`src/s2ir_pkg.sv`:
```
// constants for the serial2 event pending and enable registers
package s2ir_pkg;
  // apb geometry
  localparam int ADDR_W = 18;               // byte address width
  localparam int DATA_W = 32;               // apb data width
  localparam int EV_W   = 13;               // implemented flag bits

  // register indexes as printed, byte address is four times the index
  localparam logic [15:0] PEND_IDX = 16'h460E;
  localparam logic [15:0] EN_IDX   = 16'h4626;
  localparam logic [ADDR_W-1:0] PEND_ADDR = {PEND_IDX, 2'b00};
  localparam logic [ADDR_W-1:0] EN_ADDR   = {EN_IDX, 2'b00};

  // values after reset
  localparam logic [EV_W-1:0]   PEND_RST  = 13'h0000;
  localparam logic [EV_W-1:0]   EN_RST    = 13'h0000;
  localparam logic [DATA_W-1:0] RDATA_RST = 32'h0000_0000;

  // bit positions shared by both registers
  localparam int B_RX_DATA   = 0;   // rx_data_available
  localparam int B_TX_FREE   = 1;   // tx_buffer_free
  localparam int B_TX_IDLE   = 2;   // transmitter_idle
  localparam int B_RX_OVR    = 3;   // rx_overrun
  localparam int B_TX_UND    = 4;   // tx_underrun
  localparam int B_RX_DONE   = 5;   // rx_operation_done
  localparam int B_TX_DONE   = 6;   // tx_operation_done
  localparam int B_CMD_DONE  = 7;   // start_stop_done
  localparam int B_NACK      = 8;   // nack_received
  localparam int B_RXDMA_A   = 9;   // rx_dma_a_unloaded
  localparam int B_RXDMA_B   = 10;  // rx_dma_b_unloaded
  localparam int B_TXDMA_A   = 11;  // tx_dma_a_unloaded
  localparam int B_TXDMA_B   = 12;  // tx_dma_b_unloaded
endpackage

```
`src/s2ir_regs.sv`:
```
// serial2 event pending/enable registers with apb slave and irq request
`timescale 1ns/1ps
module s2ir_regs
  import s2ir_pkg::*;
(
  // clock and reset
  input  wire logic              pclk,
  input  wire logic              presetn,
  // apb slave
  input  wire logic              psel,
  input  wire logic              penable,
  input  wire logic              pwrite,
  input  wire logic [ADDR_W-1:0] paddr,
  input  wire logic [DATA_W-1:0] pwdata,
  output logic      [DATA_W-1:0] prdata,
  output logic                   pready,
  output logic                   pslverr,
  // serial controller events, one-cycle pulses or levels
  input  wire logic              tx_dma_b_unloaded,
  input  wire logic              tx_dma_a_unloaded,
  input  wire logic              rx_dma_b_unloaded,
  input  wire logic              rx_dma_a_unloaded,
  input  wire logic              nack_received,
  input  wire logic              start_stop_done,
  input  wire logic              tx_operation_done,
  input  wire logic              rx_operation_done,
  input  wire logic              tx_underrun,
  input  wire logic              rx_overrun,
  input  wire logic              transmitter_idle,
  input  wire logic              tx_buffer_free,
  input  wire logic              rx_data_available,
  // request towards the cpu interrupt logic
  output logic                   serial2_irq
);

  // state
  logic [EV_W-1:0]   pend_reg;     // sticky pending flags
  logic [EV_W-1:0]   pend_next;    // next pending flags
  logic [EV_W-1:0]   en_reg;       // per-source enables
  logic [EV_W-1:0]   en_next;      // next enables
  logic [DATA_W-1:0] rdata_reg;    // registered read data
  logic [DATA_W-1:0] rdata_next;   // read data next
  logic              ready_reg;    // one wait state then ready
  logic              err_reg;      // unmapped access flag
  logic              irq_reg;      // interrupt request flop

  // decode
  wire logic            access_ph;  // access phase not yet answered
  wire logic            commit;     // edge at which transfer completes
  wire logic            hit_pend;   // pending register selected
  wire logic            hit_en;     // enable register selected
  wire logic            mapped;     // any register selected
  wire logic            wr_pend;    // write to pending commits
  wire logic            wr_en;      // write to enable commits
  wire logic [EV_W-1:0] ev;         // gathered event vector
  wire logic [EV_W-1:0] clr;        // write-one-to-clear mask
  wire logic [EV_W-1:0] rd_sel;     // selected register for read
  wire logic            irq_next;   // any enabled pending flag

  // transfer phases; the wait state is what lets every answer be a flop
  // limitation: an unmapped access still takes both access cycles
  assign access_ph = psel & penable & ~ready_reg;
  assign commit    = psel & penable & ready_reg;
  assign hit_pend  = (paddr == PEND_ADDR);
  assign hit_en    = (paddr == EN_ADDR);
  assign mapped    = hit_pend | hit_en;
  assign wr_pend   = commit & pwrite & hit_pend;
  assign wr_en     = commit & pwrite & hit_en;

  // event bit order follows the register layout
  assign ev[B_TXDMA_B]  = tx_dma_b_unloaded;
  assign ev[B_TXDMA_A]  = tx_dma_a_unloaded;
  assign ev[B_RXDMA_B]  = rx_dma_b_unloaded;
  assign ev[B_RXDMA_A]  = rx_dma_a_unloaded;
  assign ev[B_NACK]     = nack_received;
  assign ev[B_CMD_DONE] = start_stop_done;
  assign ev[B_TX_DONE]  = tx_operation_done;
  assign ev[B_RX_DONE]  = rx_operation_done;
  assign ev[B_TX_UND]   = tx_underrun;
  assign ev[B_RX_OVR]   = rx_overrun;
  assign ev[B_TX_IDLE]  = transmitter_idle;
  assign ev[B_TX_FREE]  = tx_buffer_free;
  assign ev[B_RX_DATA]  = rx_data_available;

  // only the write that commits may clear, and only ones clear
  assign clr = wr_pend ? pwdata[EV_W-1:0] : '0;

  // per-bit sticky flag; set wins over a clear in the same cycle
  // a clear never hides an event: the event term is ored in last
  genvar gi;
  generate
    for (gi = 0; gi < EV_W; gi++) begin : g_flag
      assign pend_next[gi] = ev[gi] | (pend_reg[gi] & ~clr[gi]);
    end
  endgenerate

  // enables are plain read/write, upper bits dropped
  // enables never change on their own, only by a committed write
  assign en_next = wr_en ? pwdata[EV_W-1:0] : en_reg;

  // read mux, bits above 12 read as zero
  // unmapped reads fall through to zero, the error flag explains them
  assign rd_sel     = hit_pend ? pend_reg : (hit_en ? en_reg : '0);
  assign rdata_next = {{(DATA_W-EV_W){1'b0}}, rd_sel};

  // request follows pending and enable with one flop of delay
  assign irq_next = |(pend_reg & en_reg);

  // flag and enable registers
  always_ff @(posedge pclk or negedge presetn) begin
    if (!presetn) begin
      pend_reg <= PEND_RST;
      en_reg   <= EN_RST;
    end else begin
      pend_reg <= pend_next;
      en_reg   <= en_next;
    end
  end

  // apb answer: one wait state keeps every output a flop
  // limitation: no byte strobes, a write always moves the whole word
  always_ff @(posedge pclk or negedge presetn) begin
    if (!presetn) begin
      ready_reg <= 1'b0;
      err_reg   <= 1'b0;
      rdata_reg <= RDATA_RST;
    end else begin
      ready_reg <= access_ph;
      err_reg   <= access_ph & ~mapped;
      // data captured while address is held, cleared otherwise
      if (access_ph && !pwrite) begin
        rdata_reg <= rdata_next;
      end else begin
        rdata_reg <= RDATA_RST;
      end
    end
  end

  // interrupt request flop
  // one cycle of lag traded for a glitch-free request line
  always_ff @(posedge pclk or negedge presetn) begin
    if (!presetn) begin
      irq_reg <= 1'b0;
    end else begin
      irq_reg <= irq_next;
    end
  end

  // outputs straight from flops
  assign prdata      = rdata_reg;
  assign pready      = ready_reg;
  assign pslverr     = err_reg;
  assign serial2_irq = irq_reg;

  // checks on the design's own outputs and state
  property p_set_next(logic cause, logic flag);
    @(posedge pclk) disable iff (!presetn)
      cause |=> flag;
  endproperty

  // written tx dma enable bits appear on the next edge
  AST_EN_TXDMA_WRITE: assert property (
    @(posedge pclk) disable iff (!presetn)
      wr_en |=> (en_reg[B_TXDMA_B] == $past(pwdata[B_TXDMA_B]))
             && (en_reg[B_TXDMA_A] == $past(pwdata[B_TXDMA_A])))
    else $error("tx dma enables did not take written value");

  AST_PEND_TXDMA: assert property (
    @(posedge pclk) disable iff (!presetn)
      (tx_dma_a_unloaded || tx_dma_b_unloaded) |=>
        (pend_reg[B_TXDMA_A] || !$past(tx_dma_a_unloaded))
        && (pend_reg[B_TXDMA_B] || !$past(tx_dma_b_unloaded)))
    else $error("tx dma unload not flagged");

  AST_PEND_RXDMA: assert property (
    @(posedge pclk) disable iff (!presetn)
      (rx_dma_a_unloaded || rx_dma_b_unloaded) |=>
        (pend_reg[B_RXDMA_A] || !$past(rx_dma_a_unloaded))
        && (pend_reg[B_RXDMA_B] || !$past(rx_dma_b_unloaded)))
    else $error("rx dma unload not flagged");

  AST_IDLE_GATED: assert property (
    @(posedge pclk) disable iff (!presetn)
      (pend_reg == 13'h0004 && !en_reg[B_TX_IDLE]) ##1
      (pend_reg == 13'h0004 && !en_reg[B_TX_IDLE]) |-> !serial2_irq)
    else $error("idle flag raised irq while disabled");

  AST_PEND_IDLE: assert property (
    p_set_next(transmitter_idle, pend_reg[B_TX_IDLE]))
    else $error("transmitter idle not flagged");

  AST_PEND_NACK: assert property (
    p_set_next(nack_received, pend_reg[B_NACK]))
    else $error("nack not flagged at bit 8");

  AST_FLAG_STICKY: assert property (
    @(posedge pclk) disable iff (!presetn)
      (pend_reg[B_RX_OVR] && !wr_pend) |=> pend_reg[B_RX_OVR])
    else $error("overrun flag dropped without a clear");

  AST_IRQ_FOLLOWS: assert property (
    @(posedge pclk) disable iff (!presetn)
      ((pend_reg & en_reg) != '0) |=> serial2_irq)
    else $error("irq missing for enabled pending flag");

  AST_UPPER_ZERO: assert property (
    @(posedge pclk) disable iff (!presetn)
      pready |-> (prdata[DATA_W-1:EV_W] == '0))
    else $error("bits above 12 not zero");

  AST_APB_WAIT: assert property (
    @(posedge pclk) disable iff (!presetn)
      (psel && !penable) ##1 (psel && penable) |-> !pready ##1 pready)
    else $error("apb answer not after one wait state");

  // enables for rx dma unloads take the written value
  AST_EN_RXDMA_WRITE: assert property (
    @(posedge pclk) disable iff (!presetn)
      wr_en |=> (en_reg[B_RXDMA_B] == $past(pwdata[B_RXDMA_B]))
             && (en_reg[B_RXDMA_A] == $past(pwdata[B_RXDMA_A])))
    else $error("rx dma enables did not take written value");

  // the idle enable is an ordinary read/write bit
  AST_EN_IDLE_WRITE: assert property (
    @(posedge pclk) disable iff (!presetn)
      wr_en |=> (en_reg[B_TX_IDLE] == $past(pwdata[B_TX_IDLE])))
    else $error("idle enable did not take written value");

  // low two flags follow buffer free and data available
  AST_PEND_LOW: assert property (
    @(posedge pclk) disable iff (!presetn)
      (tx_buffer_free || rx_data_available) |=>
        (pend_reg[B_TX_FREE] || !$past(tx_buffer_free))
        && (pend_reg[B_RX_DATA] || !$past(rx_data_available)))
    else $error("tx free or rx data not flagged");

  // two-wire completions and underrun land in bits 7..4
  AST_PEND_MID: assert property (
    @(posedge pclk) disable iff (!presetn)
      ((pend_reg[B_CMD_DONE:B_TX_UND]
        & $past({start_stop_done, tx_operation_done,
                 rx_operation_done, tx_underrun}))
       == $past({start_stop_done, tx_operation_done,
                 rx_operation_done, tx_underrun})))
    else $error("two-wire or underrun event not flagged");

  // an event in the commit cycle of a clearing write survives it
  AST_SET_WINS: assert property (
    @(posedge pclk) disable iff (!presetn)
      wr_pend |=> ((pend_reg & $past(ev)) == $past(ev)))
    else $error("event lost to a clear in the same cycle");

  // only ones clear, and only bits with no event behind them
  AST_CLEAR_ONES: assert property (
    @(posedge pclk) disable iff (!presetn)
      wr_pend |=>
        ((pend_reg & $past(clr) & ~$past(ev)) == '0))
    else $error("written one did not clear its flag");

  // a flag only rises on the edge after its event
  AST_PEND_CAUSE: assert property (
    @(posedge pclk) disable iff (!presetn)
      ((pend_reg & ~$past(pend_reg) & ~$past(ev)) == '0))
    else $error("flag rose with no event behind it");

  // no enabled flag, no request one edge later
  AST_IRQ_QUIET: assert property (
    @(posedge pclk) disable iff (!presetn)
      ((pend_reg & en_reg) == '0) |=> !serial2_irq)
    else $error("irq raised with no enabled pending flag");

  // error is only ever shown together with ready
  AST_ERR_WITH_READY: assert property (
    @(posedge pclk) disable iff (!presetn)
      pslverr |-> pready)
    else $error("pslverr without pready");

  // read data is zero outside the ready cycle
  AST_RDATA_IDLE: assert property (
    @(posedge pclk) disable iff (!presetn)
      !pready |-> (prdata == '0))
    else $error("read data not zero outside ready");

  // main scenarios
  // request comes up for an enabled flag
  COV_IRQ_RAISE: cover property (
    @(posedge pclk) disable iff (!presetn)
      !serial2_irq ##1 serial2_irq);
  // event and clear meet in one commit cycle
  COV_CLEAR_RACE: cover property (
    @(posedge pclk) disable iff (!presetn)
      wr_pend && ((ev & clr) != '0));
  // access outside both registers
  COV_UNMAPPED: cover property (
    @(posedge pclk) disable iff (!presetn)
      pready && pslverr);
  // enables written to something nonzero
  COV_ENABLE_WRITE: cover property (
    @(posedge pclk) disable iff (!presetn)
      wr_en ##1 (en_reg != '0));
  // request drops after a clear or a disable
  COV_IRQ_FALL: cover property (
    @(posedge pclk) disable iff (!presetn)
      serial2_irq ##1 !serial2_irq);

endmodule

```
`config.mk`:
```
export PLATFORM = sky130hd
export DESIGN_NAME = s2ir_regs
export DESIGN_NICKNAME = d
export VERILOG_FILES = /design/src/s2ir_pkg.sv /design/src/s2ir_regs.sv
export SDC_FILE = /design/constraint.sdc
export NUM_CORES = 1
export LEC_CHECK = 0
export BUFFER_PORTS_ARGS = -buffer_cell sky130_fd_sc_hd__buf_2
export CAP_MARGIN = 20
export CELL_PAD_IN_SITES_DETAIL_PLACEMENT = 0
export CELL_PAD_IN_SITES_GLOBAL_PLACEMENT = 1
export CORE_MARGIN = 1
export CORE_UTILIZATION = 33
export CTS_CLUSTER_SIZE = 25
export DETAILED_ROUTE_END_ITERATION = 10
export GPL_TIMING_DRIVEN = 0
export PLACE_DENSITY = 0.77
export SLEW_MARGIN = 30
export SYNTH_ARGS = -nofsm -noshare
export SYNTH_HDL_FRONTEND = slang
export SYNTH_SLANG_ARGS = --single-unit
export TNS_END_PERCENT = 30
```
`constraint.sdc`:
```
create_clock -name pclk -period 2.01 [get_ports pclk]
set_input_delay 0.201 -clock pclk [delete_from_list [all_inputs] [get_ports pclk]]
set_output_delay 0.201 -clock pclk [all_outputs]
set_load 0.03 [all_outputs]
```
# Word level (Yosys, flattened, before mapping)

Index checks and enable logic that the tools add are counted.

Flip-flop bits (word level): 42
Output and inout bits: 35

Equal/unequal tests: 2
Bitwise operators: 50
Reductions and logical operators: 3
Multiplexer cells: 4

Operator list:

| operator                                         | number |
|---|---|
| 2-to-1 mux 13 bit                                | 4 |
| == test 18 x 17 -> 1 bit (second input constant) | 2 |
| AND 1 bit                                        | 20 |
| NOT 1 bit                                        | 15 |
| bitwise OR 1 bit                                 | 14 |
| AND 13 bit                                       | 1 |
| OR reduction 13 bit                              | 1 |
| logical AND 1 bit                                | 1 |
| zero test 1 bit                                  | 1 |

# Logic depth before layout (Yosys ltp)

Word-level depth: 8
Gate-level depth with buffers: 5

# Worst setup path before layout

OpenSTA, ideal clock, no wires.

Path type: reg-to-reg
Start: register ready_reg, in the netlist pready
End: register en_reg[10]
Setup slack: 0.365 ns
Arrival time: 1.520 ns
Path buffers: 1
Period minus slack after synthesis: 1.645 ns
Cell stages (with the launch flop): 6
Data required time: 1.885 ns
Cell sequence: dfrtp_1 > and4_1 > nand4_1 > nor2_2 > buf_6 > mux2_2

Longest elaborated chain between the ends: 3

RTL lines:

| element                | RTL line         | text |
|---|---|---|
| from (decl)            | s2ir_regs.sv:43  | `logic ready_reg;` |
| from (signal assigned) | s2ir_regs.sv:128 | `ready_reg <= access_ph;` |
| AND 1 bit              | s2ir_regs.sv:63  | `assign commit = psel & penable & ready_reg;` |
| AND 1 bit (2 in a row) | s2ir_regs.sv:68  | `assign wr_en = commit & pwrite & hit_en;` |
| to (signal assigned)   | s2ir_regs.sv:116 | `en_reg <= en_next;` |
| to (decl)              | s2ir_regs.sv:39  | `logic [EV_W-1:0] en_reg;` |

Every way passes these cells.
A chain may end at the register's enable or synchronous reset.

# Final worst setup path

Start: input paddr[6]
End: register pend_reg[4]

Longest elaborated chain between the ends: 6

RTL lines:

| element                  | RTL line         | text |
|---|---|---|
| from (decl)              | s2ir_regs.sv:13  | `input wire logic [ADDR_W-1:0] paddr,` |
| == test 18 x 17 -> 1 bit | s2ir_regs.sv:64  | `assign hit_pend = (paddr == PEND_ADDR);` |
| AND 1 bit                | s2ir_regs.sv:67  | `assign wr_pend = commit & pwrite & hit_pend;` |
| 2-to-1 mux 13 bit        | s2ir_regs.sv:86  | `assign clr = wr_pend ? pwdata[EV_W-1:0] : '0;` |
| NOT 1 bit                | s2ir_regs.sv:93  | `assign pend_next[gi] = ev[gi] \| (pend_reg[gi] & ~clr[gi]);` |
| AND 1 bit                | s2ir_regs.sv:93  |  |
| bitwise OR 1 bit         | s2ir_regs.sv:93  |  |
| net pend_next[4]         | s2ir_regs.sv:38  | `logic [EV_W-1:0] pend_next;` |
| to (signal assigned)     | s2ir_regs.sv:115 | `pend_reg <= pend_next;` |
| to (decl)                | s2ir_regs.sv:37  | `logic [EV_W-1:0] pend_reg;` |

The timed path passes the listed nets, and every way through them passes these cells.

==> flow_summary.ini <==
[clock_tree]
clk_latency_ps = 290
postCtsResizedCells = 0
cts-buffers-inserted = 5
ctsRootBufferMaster = clkbuf_8
clock_sinks = 42
clock_path_buffers = 2
htree_num_levels = 2
cts_tree = done
path_clk_slew_ps = 70

[timing]
fmax_ghz = 0.584
finalSetupViolations = 0
finalCritPeriodShare_pct = 85.3
skew_ps = 3.44
hold_viol = 0
worstMarginPinSlew_ps = 544
finalSetupTns_ps = 0
slew_violations = 0
setup_ws_ps = 296
rsz0062_at_grt = no
period_needed_ps = 1710
slew_headroom_pct = 63.7

[setup_path]
reg2reg_depth = 5
rrSetupSlack_ps = 330
worstSetupStartpointType = input port
path_max_fanout = 10
worstPathCellList = buf_2 -> nor4b_1 -> nand3b_1 -> buf_2 -> nor4b_1 -> nor2_1
crit_path_end_kind = flop
required_ps = 2180
path_class = input port to flop
r2r-end = pend_reg[4]
rr_startpoint = pready
path_delay_family = simple AND/OR/NAND/NOR gates
crit_path_max_incr_delay_ps = 490
arrival_ps = 1880
path_buf_inv = 2
critPathSlowestCell = nor4b_1

[synth]
synth_seq_area_share_pct = 51.9
avgSynthCellArea_um2 = 11.5
synth-edff-count = 0
syn_inst = 176
async_flop_share_pct = 100
synth_ff_type = dfrtp_1
synth_seq_cells = 42
ys.warnings.count = 0
netlist_area_mm2 = 0.00203
synth_cell_type_count = 31

[drt]
drc = 0
drt-pass1-iter-count = 4
vias = 1561
wl_per_cell_um = 13.1
viasPerCell = 4.58
drt.antenna.violating_nets = 0
drtIter0Drc = 49
drt-total-wl_mm = 4.47

[floorplan]
ios = 103
die_area_mm2 = 0.00646
core_area_mm2 = 0.00592
rows = 28
die_y_um = 80.4
die_x_um = 80.4
initial_utilization_pct = 34.2

[layout]
stdcell_area_mm2 = 0.00263
multi_input_area_um2 = 843
final_layout_size_suffix_gt1_share_pct = 46.6
final_cell_mix = 64 x buf_2, 42 x dfrtp_1, 30 x nor2_1
fin_cells = 341
finalNetCount = 334
seq_area_mm2 = 0.00105
synthToLayoutAreaGrowth_pct = 29.9
diodes = 0
layout_commonest_cell = buf_2
n_fill_cell = 580

[placement]
post-place-ws_ps = 6.19
io_buffers = 64
gp_congestion = 0.716
dpl_cell_area_mm2 = 0.00251
dp.cells = 333
detailed_place_hpwl_mm = 3.32

[run]
maxCapViolations = 0

[global_route]
gr-usage-all-layers_pct = 15.0
grt_start_max_net_pins = 43
grt_pass1_vias = 1506
antenna_found_initial = 0
overflow = 0
grt_pass1_wl_mm = 7.15

[power]
p_sw_share_pct = 22.3
switchingPower_uw = 378
combPwrFrac_pct = 10.7
p_int_mw = 1.32
pwr-share-seq_pct = 49.9
p_clk_share_pct = 39.4
p_per_area_mw_per_mm2 = 644
power_mw = 1.70
ir_drop_v = 0.000341
p_leak_nw = 1.24

[hold_path]
min_to = pend_reg[6]
hp-start = tx_operation_done
hold_class = input port to flop
hold_depth = 3

[outcome]
status = finished, final reports clean
==> area by class of cell <==
| class | count | share of cell area [%] |
|---|---|---|
| clock buffers | 6 | 3.14 |
| repair buffers | 65 | 12.6 |
| plain buffers | 25 | 7.46 |
| multi-input cells | 126 | 32.0 |
| clock inverters | 1 | 1.14 |
| well taps | 75 | 3.56 |
| flip-flops and latches | 42 | 39.9 |
| inverters | 1 | 0.143 |
==> through the flow <==
step	util (%)	hold slack, ps
finish	44.5	136
global placement	42.4	398
detailed placement	42.4	388
floorplan	-	-94.6
global route	44.5	136
CTS	44.3	70.1
==> synth_stat cells (2+ instances only) <==
cell / n / area [um2]
a221oi_1: 2 / 17.5
a22oi_1: 13 / 97.6
a22oi_2: 2 / 25.0
buf_4: 19 / 143
buf_6: 4 / 45.0
dfrtp_1: 42 / 1050
mux2_1: 2 / 22.5
mux2_2: 11 / 124
nand2_1: 2 / 7.51
nand3_1: 2 / 10.0
nand3b_1: 2 / 15.0
nand4_1: 2 / 12.5
nor2_1: 30 / 113
nor2_2: 11 / 68.8
nor4b_1: 16 / 140
==> worst register-to-register path: stages (launching register included) <==
cell,delay (ps)
dfrtp_1,360
and4_1,220
nand4_1,200
clkbuf_1,320
nor4b_1,360
nor2_1,100
==> power by group through the flow <==
stage / registers [mW] / logic, mW / clock network (mW)
after floorplan: 0.869 / 0.0948 / 0
after global placement: 0.864 / 0.178 / 0
after detailed placement: 0.864 / 0.179 / 0
after CTS: 0.847 / 0.180 / 0.689
after global routing: 0.847 / 0.197 / 0.722
final: 0.847 / 0.181 / 0.668
==> repair_timing <==
| action | in CTS | in global routing |
|---|---|---|
| hold buffers | 0 | 1 |
| endpoints found under the hold margin | 0 | 42 |
| setup buffers | 0 | 0 |
| endpoints found under the setup margin | 0 | 0 |
==> kinds of logic (layout without fill, tap and decap cells) <==
family,count (synthesis),in the layout,share of synthesized area (%)
buffers and inverters,26,98,9.88
multiplexers,13,13,7.22
flip-flops,42,42,51.9
AND/OR/NAND/NOR,74,74,22.8
AO/OA/AOI/OAI,20,20,8.09
other,1,19,0.185
==> per-layer routing <==
| metal | up-vias | track usage, % | wire [um] |
|---|---|---|---|
| met5 | - | 0 | 0 |
| li1 | 776 | - | - |
| met2 | 62 | 25.1 | 2190 |
| met4 | 0 | 6.43 | 85 |
| met1 | 715 | 18.4 | 1900 |
| met3 | 8 | 3.52 | 289 |
==> how the worst max path moves through the flow <==
stage               startpoint     endpoint  slack, ps  depth (start not counted)
floorplan               pready   en_reg[10]        360                          5
global placement      paddr[6]  pend_reg[1]        100                          6
detailed placement    paddr[6]  pend_reg[4]          6                          6
CTS                     pready  pend_reg[4]        270                          5
global route          paddr[6]  pend_reg[7]        160                          6
finish                paddr[6]  pend_reg[4]        300                          6
Note: power is estimated with default switching activity, not from simulation.
